--- src/rtl/peq_cfg.svh ---
// Event codes, widths and reset values of the event qualifier
`ifndef PEQ_CFG_SVH
`define PEQ_CFG_SVH
`define PEQ_EVT_FP_OP 6'h22
`define PEQ_EVT_BP0 6'h23
`define PEQ_EVT_BP1 6'h24
`define PEQ_EVT_BP2 6'h25
`define PEQ_EVT_BP3 6'h26
`define PEQ_EVT_HW_INT 6'h27
`define PEQ_EVT_DATA_RW 6'h28
`define PEQ_EVT_DATA_MISS 6'h29
`define PEQ_EVT_BUS_OWN 6'h2a
`define PEQ_EVT_PKD_INT 6'h2b
`define PEQ_EVT_RST 6'h00
`define PEQ_CNT_RST 40'h00_0000_0000
`define PEQ_BURST_BEATS 3'h4
`define PEQ_BUS_IDLE 5'h0d
`endif

--- src/rtl/peq_pkg.sv ---
// Types shared by the event qualifier files
package peq_pkg;
  typedef logic [5:0] peq_code_t;
  typedef logic [39:0] peq_count_t;
  typedef logic [1:0] peq_inc_t;

  // Occurrence strobes from pipelines, cache and bus controller
  typedef struct packed {
    logic [1:0] fp_op;        // FPU operations finished this clock
    logic [1:0] fp_exc_skip;  // Of those, excluded exception kinds
    logic [3:0] bp_match_u;   // Breakpoint matches, U-pipe
    logic [3:0] bp_match_v;   // Breakpoint matches, V-pipe
    logic bp_enabled;         // Any breakpoint enabled
    logic maskable_interrupt_request_taken;         // Maskable interrupt taken
    logic nmi_taken;          // Non-maskable interrupt taken
    logic [1:0] data_acc;     // Memory data accesses, split halves each
    logic [1:0] data_miss;    // Of those, data cache misses
    logic [1:0] data_line_hit_fill; // Miss hitting line under fill
    logic tlb_walk;           // Accesses belong to TLB miss work
    logic io_space;           // Accesses go to I/O space
    logic fill_start;         // Burst line fill begins
    logic [1:0] pkd_u;        // Packed-integer ops in U-pipe
  } peq_evt_t;

  // Private bus pins seen by the qualifier, synchronised
  typedef struct packed {
    logic private_bus_request;
    logic private_hit_modified_n;
    logic hit_modified_n;
    logic private_bus_grant;
    logic burst_ready_n;
  } peq_bus_t;
endpackage

--- src/rtl/peq_counter.sv ---
// One event counter adding a qualified increment each clock
`timescale 1ns/10ps
`default_nettype none
`include "peq_cfg.svh"
module peq_counter
  import peq_pkg::*;
(
  input wire logic clk_i,
  input wire logic rst_n_i,
  input wire logic clear_i,
  input wire peq_inc_t inc_i,
  output peq_count_t count_o
);
  peq_count_t count_r;
  peq_count_t count_nxt;

  // Add up to two per clock
  always_comb begin
    count_nxt = count_r;
    if (clear_i) begin
      count_nxt = `PEQ_CNT_RST;
    end else begin
      count_nxt = count_r + {38'h0, inc_i};
    end
  end

  // Count register
  always_ff @(posedge clk_i or negedge rst_n_i) begin
    if (!rst_n_i) begin
      count_r <= `PEQ_CNT_RST;
    end else begin
      count_r <= count_nxt;
    end
  end

  assign count_o = count_r;
endmodule
`default_nettype wire

--- src/rtl/peq_top.sv ---
// Event qualification for two performance counters, codes 22h to 2bh
`timescale 1ns/10ps
`default_nettype none
`include "peq_cfg.svh"
module peq_top
  import peq_pkg::*;
(
  input wire logic clk_i,
  input wire logic rst_n_i,
  input wire peq_code_t sel0_i,
  input wire peq_code_t sel1_i,
  input wire logic sel_load_i,
  input wire logic clear_i,
  input wire peq_evt_t evt_i,
  input wire peq_bus_t bus_pins_i,
  output logic [3:0] breakpoint_match_pins_o,
  output peq_code_t sel0_o,
  output peq_code_t sel1_o,
  output peq_count_t count0_o,
  output peq_count_t count1_o
);
  // Two-bit population count, shared by all double events
  function automatic peq_inc_t pop2(input logic [1:0] v);
    pop2 = {1'b0, v[0]} + {1'b0, v[1]};
  endfunction

  // Synchroniser for the bus pins
  peq_bus_t sync1_r;
  peq_bus_t sync2_r;
  always_ff @(posedge clk_i or negedge rst_n_i) begin
    if (!rst_n_i) begin
      sync1_r <= `PEQ_BUS_IDLE; // No request, low-active lines high, no grant
      sync2_r <= `PEQ_BUS_IDLE;
    end else begin
      sync1_r <= bus_pins_i;
      sync2_r <= sync1_r;
    end
  end

  // Pin state registers for edges and latency
  logic req_prev_r;
  logic req_prev_nxt;
  logic wait_r;
  logic wait_nxt;
  logic [2:0] beats_r;
  logic [2:0] beats_nxt;
  logic filling_r;
  logic filling_nxt;
  logic own_req;
  logic req_rise;
  logic fill_cut;

  // Bus ownership request as the earliest of three
  always_comb begin
    own_req = sync2_r.private_bus_request | ~sync2_r.private_hit_modified_n
      | ~sync2_r.hit_modified_n;
    req_rise = sync2_r.private_bus_request & ~req_prev_r;
    req_prev_nxt = sync2_r.private_bus_request;
    wait_nxt = wait_r;
    if (sync2_r.private_bus_grant) begin
      wait_nxt = 1'b0;
    end else if (own_req) begin
      wait_nxt = 1'b1;
    end
  end

  // Burst fill tracking by burst-ready beats
  always_comb begin
    beats_nxt = beats_r;
    filling_nxt = filling_r;
    if (evt_i.fill_start && !filling_r) begin
      filling_nxt = 1'b1;
      beats_nxt = 3'h0;
    end else if (filling_r && !sync2_r.burst_ready_n) begin
      beats_nxt = beats_r + 3'h1;
      if (beats_r + 3'h1 == `PEQ_BURST_BEATS) begin
        filling_nxt = 1'b0;
      end
    end
    // Same-line misses held back from the first beat on
    fill_cut = filling_r & (beats_r != 3'h0);
  end

  // Bus ownership registers, idle after reset
  always_ff @(posedge clk_i or negedge rst_n_i) begin
    if (!rst_n_i) begin
      req_prev_r <= 1'b0;
      wait_r <= 1'b0;
    end else begin
      req_prev_r <= req_prev_nxt;
      wait_r <= wait_nxt;
    end
  end

  // Burst fill registers, no fill after reset
  always_ff @(posedge clk_i or negedge rst_n_i) begin
    if (!rst_n_i) begin
      beats_r <= 3'h0;
      filling_r <= 1'b0;
    end else begin
      beats_r <= beats_nxt;
      filling_r <= filling_nxt;
    end
  end

  // Both halves dropped when the access is excluded
  function automatic peq_inc_t pop2_kept(input logic [1:0] v, input logic drop);
    pop2_kept = drop ? 2'h0 : pop2(v);
  endfunction

  // Qualified occurrence counts per event
  logic [1:0] fp_kept;
  peq_inc_t fp_inc;
  logic [3:0] bp_v_kept;
  logic [3:0] bp_qual;
  peq_inc_t int_inc;
  peq_inc_t rw_inc;
  peq_inc_t miss_inc;
  logic lat_clk;
  logic [1:0] miss_v;
  logic excl;

  // FPU, breakpoint and interrupt qualification
  always_comb begin
    // FPU strobes already carry each internal step and integer multiply
    fp_kept = evt_i.fp_op & ~evt_i.fp_exc_skip;
    fp_inc = pop2(fp_kept);
    // V-pipe matches only while breakpoints are enabled
    bp_v_kept = evt_i.bp_enabled ? evt_i.bp_match_v : 4'h0;
    bp_qual = evt_i.bp_match_u | bp_v_kept;
    int_inc = pop2({evt_i.maskable_interrupt_request_taken, evt_i.nmi_taken});
  end

  // Data access and miss qualification
  always_comb begin
    excl = evt_i.tlb_walk | evt_i.io_space;
    rw_inc = pop2_kept(evt_i.data_acc, excl);
    // Same-line misses add nothing between first and fourth beat
    miss_v = evt_i.data_miss & ~(fill_cut ? evt_i.data_line_hit_fill : 2'h0);
    miss_inc = pop2_kept(miss_v, excl);
  end

  // Ownership latency clock, grant clock itself not counted
  always_comb begin
    lat_clk = (wait_r | own_req) & ~sync2_r.private_bus_grant;
  end

  // Breakpoint match pins, registered
  logic [3:0] bp_pins_r;
  logic [3:0] bp_pins_nxt;
  always_comb begin
    bp_pins_nxt = bp_qual;
  end

  // Selected event code registers
  peq_code_t sel0_r;
  peq_code_t sel0_nxt;
  peq_code_t sel1_r;
  peq_code_t sel1_nxt;
  always_comb begin
    sel0_nxt = sel_load_i ? sel0_i : sel0_r;
    sel1_nxt = sel_load_i ? sel1_i : sel1_r;
  end

  always_ff @(posedge clk_i or negedge rst_n_i) begin
    if (!rst_n_i) begin
      bp_pins_r <= 4'h0;
      sel0_r <= `PEQ_EVT_RST;
      sel1_r <= `PEQ_EVT_RST;
    end else begin
      bp_pins_r <= bp_pins_nxt;
      sel0_r <= sel0_nxt;
      sel1_r <= sel1_nxt;
    end
  end

  // Event decode, counter index steers code 2ah and 2bh
  function automatic peq_inc_t pick(input peq_code_t code, input logic idx,
                                    input peq_inc_t fp, input logic [3:0] bp,
                                    input peq_inc_t maskable_interrupt_request, input peq_inc_t rw,
                                    input peq_inc_t ms, input logic lat,
                                    input logic rise, input peq_inc_t pk);
    case (code)
      `PEQ_EVT_FP_OP: pick = fp;
      `PEQ_EVT_BP0: pick = {1'b0, bp[0]};
      `PEQ_EVT_BP1: pick = {1'b0, bp[1]};
      `PEQ_EVT_BP2: pick = {1'b0, bp[2]};
      `PEQ_EVT_BP3: pick = {1'b0, bp[3]};
      `PEQ_EVT_HW_INT: pick = maskable_interrupt_request;
      `PEQ_EVT_DATA_RW: pick = rw;
      `PEQ_EVT_DATA_MISS: pick = ms;
      `PEQ_EVT_BUS_OWN: pick = idx ? {1'b0, rise} : {1'b0, lat};
      `PEQ_EVT_PKD_INT: pick = idx ? 2'h0 : pk;
      default: pick = 2'h0;
    endcase
  endfunction

  peq_inc_t inc0;
  peq_inc_t inc1;
  always_comb begin
    inc0 = pick(sel0_r, 1'b0, fp_inc, bp_qual, int_inc, rw_inc, miss_inc, lat_clk,
                req_rise, pop2(evt_i.pkd_u));
    inc1 = pick(sel1_r, 1'b1, fp_inc, bp_qual, int_inc, rw_inc, miss_inc, lat_clk,
                req_rise, pop2(evt_i.pkd_u));
  end

  // The two counters
  peq_counter u_cnt0 (
    .clk_i(clk_i),
    .rst_n_i(rst_n_i),
    .clear_i(clear_i),
    .inc_i(inc0),
    .count_o(count0_o)
  );
  peq_counter u_cnt1 (
    .clk_i(clk_i),
    .rst_n_i(rst_n_i),
    .clear_i(clear_i),
    .inc_i(inc1),
    .count_o(count1_o)
  );

  assign breakpoint_match_pins_o = bp_pins_r;
  assign sel0_o = sel0_r;
  assign sel1_o = sel1_r;
endmodule
`default_nettype wire

--- config.mk ---
export PLATFORM = sky130hd
export DESIGN_NAME = peq_top
export DESIGN_NICKNAME = d
export VERILOG_FILES = /design/src/rtl/peq_pkg.sv /design/src/rtl/peq_counter.sv /design/src/rtl/peq_top.sv
export VERILOG_INCLUDE_DIRS = /design/src /design/src/rtl
export SDC_FILE = /design/constraint.sdc
export NUM_CORES = 1
export LEC_CHECK = 0
export BUFFER_PORTS_ARGS = -buffer_cell sky130_fd_sc_hd__buf_4
export CORE_MARGIN = 2
export CORE_UTILIZATION = 30
export CTS_CLUSTER_SIZE = 30
export DETAILED_ROUTE_END_ITERATION = 8
export PLACE_DENSITY_LB_ADDON = 0.12
export SLEW_MARGIN = 20
export SYNTH_ARGS = -nofsm -noshare
export SYNTH_HDL_FRONTEND = slang
export SYNTH_SLANG_ARGS = --single-unit
--- constraint.sdc ---
create_clock -name clk_i -period 4.9 [get_ports clk_i]
set_input_delay 0.245 -clock clk_i [delete_from_list [all_inputs] [get_ports clk_i]]
set_output_delay 0.245 -clock clk_i [all_outputs]
set_load 0.03 [all_outputs]
Word level (Yosys, flattened, before mapping):

Cells that the tools add are included.

* flip-flop bits (word level): 112
* latch bits: 0
* bits in writable memories: 0
* memory bits (read-only): 0
* bits of input ports: 47
* output and inout port bits: 96
* logic and storage cells: 87
* memories: 0

* add/sub/neg operators: 8
* multiply operators: 0
* divide/modulo/power cells: 0
* order comparisons: 0
* equal/unequal tests: 20
* shift operators: 0
* mux-type cells: 15
* bitwise logic cells: 16
* reduce and logical (&&, ||, !) cells: 9

Operators by type and width (count)
* $eq 6x6->1 const B: 19
* $add 40x2->40: 2
* $mux 40: 2
* $pmux 2 s10: 1
* $pmux 2 s9: 1
* $add 1x1->2: 5
* $mux 2: 3
* $mux 3: 2
* $reduce_bool 2->1: 3
* $mux 1: 5
* $and 2x2->2: 2
* $mux 4: 1
* $not 1->1: 4
* $not 2->2: 2
* $or 1x1->1: 4
* $or 4x4->4: 1
* $add 3x1->3 const B: 1
* $and 1x1->1: 3
* $eq 3x3->1 const B: 1
* $reduce_bool 3->1: 1
* $logic_and 1x1->1: 2
* $logic_not 1->1: 2
* $reduce_and 2->1: 1

Longest topological paths before layout:

Gate-level depths: netlist of run 1.

* depth in word-level cells: 10
* mapped depth: 16
* gate-level depth less buffers: 15

Cells and area by module:

Synthesis of run 1 repeated with hierarchy kept, for this count alone.

* cell total of the unflattened synthesis: 584
* area total of the unflattened synthesis: 5898.2 µm²

Modules (own cells, without submodules)
* peq_counter: instances 2, cells each 228, area an instance 2165.8 µm², seq. area each 1001.0 µm²
* peq_top: instances 1, cells each 128, area an instance 1566.5 µm², seq. area each 808.3 µm²

Least setup slack after synthesis of run 1:

No wires, ideal clock.

* kind: reg2reg
* from: register beats_r[0]
* to: register u_cnt1.count_r[38] (netlist: u_cnt1.count_o[38])
* library setup time: 0.078 ns
* data arrival time: 3.447 ns
* required time: 4.822 ns
* setup slack: 1.375 ns
* stages on the path, launching flop included: 16
* path buffers: 0
* period minus slack after synthesis: 3.525 ns
* cell sequence: dfrtp_1 > inv_1 > ha_1 > a21boi_0 > a21boi_0 > ha_1 > mux2_2 > nand3_1 > a311oi_1 > ha_1 > fa_1 > nand3_1 > nor4_4 > nand4_4 > or4_1 > a21oi_1

* cells in the longest elaborated chain, start to end: 10

RTL lines
* start: declaration: line peq_top.sv:45 `logic [2:0] beats_r;`
* start signal: assignment: line peq_top.sv:101 `beats_r <= beats_nxt;`
* $reduce_bool 3->1: line peq_top.sv:81 `fill_cut = filling_r & (beats_r != 3'h0);`
* $and 1x1->1: line peq_top.sv:81
* $mux 2: line peq_top.sv:139 `miss_v = evt_i.data_miss & ~(fill_cut ? evt_i.data_line_hit_fill : 2'h0);`
* $not 2->2: line peq_top.sv:139
* $and 2x2->2: line peq_top.sv:139
* $add 1x1->2: line peq_top.sv:24 `pop2 = {1'b0, v[0]} + {1'b0, v[1]};`
* $mux 2: line peq_top.sv:108 `pop2_kept = drop ? 2'h0 : pop2(v);`
* $pmux 2 s9: line peq_top.sv:183 `case (code)`
* $add 40x2->40: line peq_counter.sv:23 `count_nxt = count_r + {38'h0, inc_i};`
* $mux 40: line peq_counter.sv:20 `if (clear_i) begin`
* net u_cnt1.count_nxt[38]: line peq_counter.sv:15 `peq_count_t count_nxt;`
* end signal: assignment: line peq_counter.sv:30 `` count_r <= `PEQ_CNT_RST; ``
* end signal: assignment: line peq_counter.sv:32 `count_r <= count_nxt;`
* end: declaration: line peq_counter.sv:14 `peq_count_t count_r;`

The timed path passes the listed nets, and every way through them passes these cells.
A chain may end at the register's enable or synchronous reset.

Worst setup path after layout of run 1:

Ends and elaborated chain as after synthesis.

==> results of run 1 <==
==> stage by stage <==
step                      power (W)  hold slack [ps]  cells
final                       0.00197             95.7    927
after global routing        0.00208             91.8    927
after CTS                   0.00201             73.6    927
after detailed placement    0.00126              336    905
after global placement      0.00125              332    905
after floorplan             0.00115            -50.6    547
==> per-layer routing <==
| layer | part of all wire | routed length, um | track usage | vias to the layer above |
|---|---|---|---|---|
| li1 | - | - | - | 2242 |
| met1 | 0.47 | 6880 | 0.203 | 2234 |
| met2 | 0.46 | 6710 | 0.239 | 122 |
| met3 | 0.055 | 807 | 0.0299 | 20 |
| met4 | 0.020 | 291 | 0.0579 | 0 |
| met5 | 0 | 0 | 0 | - |
==> timing repair <==
item,4_1_cts,5_1_grt
hold buffers,6,0
hold endpoints to repair,50,0
resized for setup,0,0
buffers inserted,0,0
==> power breakdown <==
group | internal [W] | switching (W)
Sequential | 0.000960 | 0.0000374
Clock | 0.000357 | 0.000371
Combinational | 0.000113 | 0.000135
==> sequential cells by signal (all words and copies together), names as in the netlist, 3 cells and up <==
register	flops
beats_r	3
breakpoint_match_pins_o	4
sel0_o	6
sel1_o	6
sync1_r	5
sync2_r	4
u_cnt0.count_o	40
u_cnt1.count_o	40
==> cells by family (layout without fill, tap and decap cells) <==
logic type               Yosys count  in the layout  share of synthesized area
AND/OR/NAND/NOR                  242            242                      0.238
flip-flops                       112            112                      0.501
AO/OA/AOI/OAI                     66             66                     0.0713
XOR/XNOR                          57             57                     0.0889
buffers and inverters             34            180                     0.0241
multiplexers                      22             22                     0.0428
adder cells (fa/ha/maj)           14             14                     0.0339
==> path summary, 6_finish.rpt <==
| kind | end | slack [ps] |
|---|---|---|
| worst max-delay path | u_cnt1.count_o[38] | 690 |
| worst min-delay path | beats_r[2] | 100 |
| worst max register to register | u_cnt1.count_o[38] | 690 |
| worst min register to register | req_prev_nxt | 350 |
| max in group asynchronous | u_cnt0.count_o[1] | 3130 |
| min in group asynchronous | sel1_o[1] | 470 |
==> cell usage in the layout, fill, tap and decap left out, types with 4 or more instances in the layout <==
| master | count |
|---|---|
| or4_1 | 4 |
| ha_1 | 12 |
| mux2i_1 | 6 |
| nor4_1 | 12 |
| nor3_1 | 11 |
| dfrtp_1 | 106 |
| nor2_1 | 67 |
| a21oi_1 | 22 |
| nor2b_1 | 10 |
| nand4_1 | 27 |
| mux2_2 | 16 |
| and4_1 | 10 |
| buf_4 | 144 |
| xnor2_1 | 30 |
| xor2_1 | 27 |
| o21ai_0 | 18 |
| or3_1 | 16 |
| a21o_1 | 5 |
| nand3_1 | 25 |
| clkbuf_16 | 9 |
| and3_1 | 9 |
| nand2_1 | 33 |
| dfstp_2 | 6 |
| o31ai_1 | 5 |
| dlygate4sd3_1 | 6 |
| inv_1 | 14 |
==> critical path: stages, from the launching register on <==
cell and delay [ps]:
dfrtp_1 390, inv_1 80, ha_1 190, a21boi_0 230, a21boi_0 160, ha_1 320
mux2_2 150, nand3_1 70, a311oi_1 360, ha_1 280, fa_1 270, nand3_1 160
nor4_4 640, nand4_4 230, or4_1 440, a21oi_1 150
==> area by class of cell <==
cell class | instances | area, um2 | area share
multi-input combinational | 401 | 2670 | 0.368
clock buffer | 9 | 225 | 0.0311
inverter | 14 | 52.6 | 0.00725
tap | 234 | 293 | 0.0404
clock inverter | 7 | 62.6 | 0.00863
sequential | 112 | 2810 | 0.388
timing repair buffer | 150 | 1140 | 0.157
==> results.tsv, run 1 <==
stage	metric	value	unit
sta	tightestPinTransition	886	ps
critical_path	startpoint_type	register	
sta	slew_headroom	0.409	
route	vias_per_cell	4.98	
placement	post-place-ws	670	ps
logic_synthesis	synth_nets	608	
logic_synthesis	ys_ff_latch	112	
logic_synthesis	synth_top_area_cell	dfrtp_1	
floorplan	core-area	18500	um2
cells_and_area	areaGrowthSynthToFinish	29.2	%
sta	maxSlewViolCount	0	
cells_and_area	final_util	0.392	
critical_path	crit_required	5170	ps
cells_and_area	drive_gt1_frac	0.276	
grt	grt_usage	0.150	
job	cap_violations	0	
floorplan	die_h	141	um
clocking	cts_max_level	3	
logic_synthesis	synth.yosys.warnings	0	
cells_and_area	design_area	7250	um2
route	first_pass_iters	5	
route	drtAntennaViolNets	0	
clocking	clk_path_buf_depth	2	
clocking	numCtsBuffers	9	
logic_synthesis	synth_edf_count	0	
cells_and_area	antenna_cells	0	
logic_synthesis	netlist_instances	547	
sta	setup-tns-final	0	ps
worst_hold_path	hold_path_class	in -> reg	
clocking	clock_latency	360	ps
placement	placed_area	6900	um2
floorplan	die-area	19800	um2
sta	finalSetupViolations	0	
grt	antenna_found_initial	0	
logic_synthesis	synth_ff_type	dfrtp_1	
route	remaining_drc_errors	0	
logic_synthesis	synth_top_area_frac	0.473	
critical_path	cp-startpoint	beats_r[0]	
clocking	path_clk_slew	80	ps
floorplan	die_x	141	um
floorplan	initial_core_util	0.303	
cells_and_area	final_nets	749	
logic_synthesis	synth.top_cells.by_count	dfrtp_1, nor2_1, nand2_1, xnor2_1	
logic_synthesis	syn_area	5610	um2
floorplan	io_pins	143	
floorplan	rows	50	
sta	finalHoldViolCount	0	
sta	setup_slack	692	ps
grt	first_global_vias	4577	
logic_synthesis	avgSynthCellArea	10.3	um2
pwr	p_per_area	272	nW/um2
grt	grt_max_degree	81	
sta	rsz0062_at_grt	false	
sta	fmax	0.238	GHz
clocking	clock_sink_count	112	
critical_path	crit_type	reg -> reg	
logic_synthesis	synth.area.top_cells	dfrtp_1, xnor2_1, nor2_1, xor2_1, mux2_2	
grt	grt_pass1_wl	23900	um
placement	port-buffer-count	142	
logic_synthesis	synth_most_common_cell	dfrtp_1	
route	wire_per_inst	15.8	um
critical_path	crit_path_end_kind	register	
sta	period_minus_slack	4210	ps
sta	fin_crit_sh	0.859	
worst_hold_path	hp-start	evt_i[2]	
pwr	irDropWorstVdd	0.000157	V
placement	dp_hpwl	10500	um
logic_synthesis	synthArstFlopShare	1.00	
route	routed-via-count	4618	
logic_synthesis	synthDistinctLibCells	50	
route	drt_wl_total	14700	um
pwr	leakage	3.26	nW
critical_path	cp.arrival	4480	ps
worst_hold_path	worstHoldPathCells	2	
clocking	root_buffer	clkbuf_16	
route	drtIter0Drc	206	
logic_synthesis	ys_seq_area_frac	0.501	
critical_path	ff2ff_path_depth	15	
cells_and_area	nFillCells	1842	
sta	skew	14.9	ps
critical_path	cp_max_fo	10	
clocking	tritoncts	done	
grt	grt-ovfl-total	0	
placement	routabilityCongestion	0.831	
run_status	status	finished, final reports clean	
critical_path	rr_startpoint	beats_r[0]	
Power figures use the tool's default switching activity.
==> inputs of run 2 (changes only) <==
BUFFER_PORTS_ARGS = unset   (was -buffer_cell sky130_fd_sc_hd__buf_4)
DONT_BUFFER_PORTS = 1   (was unset)
==> run 2 against run 1 <==
Net effect: final area down 13%; cell count down 15%; global-route usage decreased by 0.61 points; clock skew fell by 3.9 ps; utilization shrank 5.2 points; largest cell class unchanged; via count is 9.5% lower; non-clock buffer count fell by 137; worst setup slack improved by 280 ps.
==> results.tsv, run 2 (same netlist as run 1, synthesis figures left out) <==
stage	metric	value	unit
critical_path	crit_path_end_kind	register	
critical_path	crit_cells	15	
clocking	numCtsBuffers	9	
clocking	ctsResizeCount	0	
cells_and_area	layout_common_cells	dfrtp_1, nor2_1, nand2_1	
sta	maxSlewViolCount	0	
route	first_pass_iters	4	
critical_path	cp-startpoint	beats_r[0]	
cells_and_area	layout_commonest_cell	dfrtp_1	
run_status	status	finished, final reports clean	
critical_path	reg2reg_slack	970	ps
pwr	p_per_area	315	nW/um2
critical_path	cp.arrival	4160	ps
sta	setup-tns-final	0	ps
critical_path	cp_slowest_stage_delay	770	ps
clocking	clock_sink_count	112	
cells_and_area	areaGrowthSynthToFinish	12.2	%
route	routed-via-count	4179	
cells_and_area	antenna_cells	0	
placement	dp_hpwl	9700	um
grt	grt-ovfl-total	0	
sta	period_minus_slack	3930	ps
route	wire_per_inst	17.9	um
sta	tightestPinTransition	696	ps
cells_and_area	drive_gt1_frac	0.0917	
critical_path	path_cells	inv_1 -> ha_1 -> a21boi_0 -> a21boi_0 -> ha_1 -> mux2i_1 -> o22ai_1 -> a311o_1 -> ha_1 -> fa_1 -> nand4_1 -> or4_1 -> nor4_1 -> xnor2_1 -> nor2_1	
clocking	root_buffer	clkbuf_16	
route	drt_wl_total	14100	um
critical_path	cpMostUsedCell	ha_1	
clocking	clock_latency	350	ps
cells_and_area	stdcell_count	790	
floorplan	die-area	19800	um2
placement	placed_area	5840	um2
critical_path	startpoint_type	register	
grt	antenna_found_initial	0	
critical_path	ff2ff_path_depth	15	
grt	first_global_vias	4069	
route	remaining_drc_errors	0	
placement	numPlacedInstances	763	
sta	setup_slack	974	ps
critical_path	crit_required	5140	ps
grt	grt_usage	0.144	
critical_path	critical-path-top-delay-family	simple AND/OR/NAND/NOR gates	
floorplan	core-area	18500	um2
grt	grt_max_degree	113	
floorplan	io_pins	143	
sta	finalHoldViolCount	0	
critical_path	cp_num_buf_inv	1	
pwr	power.total	0.00198	W
critical_path	cp_slowest_cell	or4_1	
floorplan	initial_core_util	0.303	
route	vias_per_cell	5.29	
sta	skew	11.1	ps
sta	finalSetupViolations	0	
grt	grt_pass1_wl	22800	um
critical_path	crit_type	reg -> reg	
clocking	path_clk_slew	80	ps
critical_path	cp_max_fo	11	
sta	slew_headroom	0.535	
route	drtIter0Drc	175	
route	drtAntennaViolNets	0	
worst_hold_path	worstHoldPathCells	2	
worst_hold_path	hold_path_class	in -> reg	
sta	rsz0062_at_grt	false	
critical_path	worstReg2RegEnd	u_cnt0.count_o[26]	
floorplan	die_h	141	um
placement	port-buffer-count	0	
placement	routabilityCongestion	0.797	
clocking	clk_path_buf_depth	2	
clocking	cts_max_level	3	
cells_and_area	design_area	6300	um2
placement	post-place-ws	981	ps
pwr	leakage	2.56	nW
sta	fmax	0.255	GHz
critical_path	critPathCapture	u_cnt0.count_o[26]	
cells_and_area	final_nets	612	
floorplan	die_x	141	um
pwr	irDropWorstVdd	0.000169	V
sta	fin_crit_sh	0.801	
clocking	tritoncts	done	
floorplan	rows	50	
job	cap_violations	0	
critical_path	rr_startpoint	beats_r[0]	
-- run 2: report_power, final --
part / switching [W] / leakage (nW) / internal (W) / total [W]
Clock: 0.000363 / 0.148 / 0.000419 / 0.000782
Sequential: 0.0000689 / 1.48 / 0.000959 / 0.00103
Combinational: 0.0000915 / 0.935 / 0.0000788 / 0.000170
-- run 2: layout make-up --
| type | instances | area (um2) |
|---|---|---|
| clock inverter | 6 | 73.8 |
| tap | 234 | 293 |
| clock buffer | 10 | 239 |
| multi-input combinational | 401 | 2670 |
| fill | 1881 | 12200 |
| inverter | 14 | 52.6 |
| sequential | 112 | 2810 |
| timing repair buffer | 13 | 160 |
-- run 2: stage by stage --
stage	hold slack, ps	utilization
floorplan	-50.6	-
global placement	-46.9	0.315
CTS	2.92	0.340
global route	18.4	0.340
detailed placement	-46.4	0.315
finish	24.0	0.340
-- run 2: timing repair --
item | in CTS | in global routing
hold endpoints to repair | 202 | 0
hold buffers | 11 | 0
buffers inserted | 0 | 0
-- run 2: how the worst min path moves through the flow --
stage,slack [ps],endpoint,from
2_1_floorplan,-50,beats_r[0],rst_n_i
3_5_place_dp,-50,breakpoint_match_pins_o[1],rst_n_i
4_1_cts,3,sel1_o[5],sel_load_i
3_3_place_gp,-50,breakpoint_match_pins_o[1],rst_n_i
6_report,20,sel1_o[5],sel1_i[5]
5_1_grt,20,sel1_o[5],sel_load_i
-- run 2: metal layers --
layer  routed length, um  global-route usage
met3                1090              0.0547
met4                 153              0.0342
met5                   0                   0
met1                6520               0.191
met2                6380               0.224
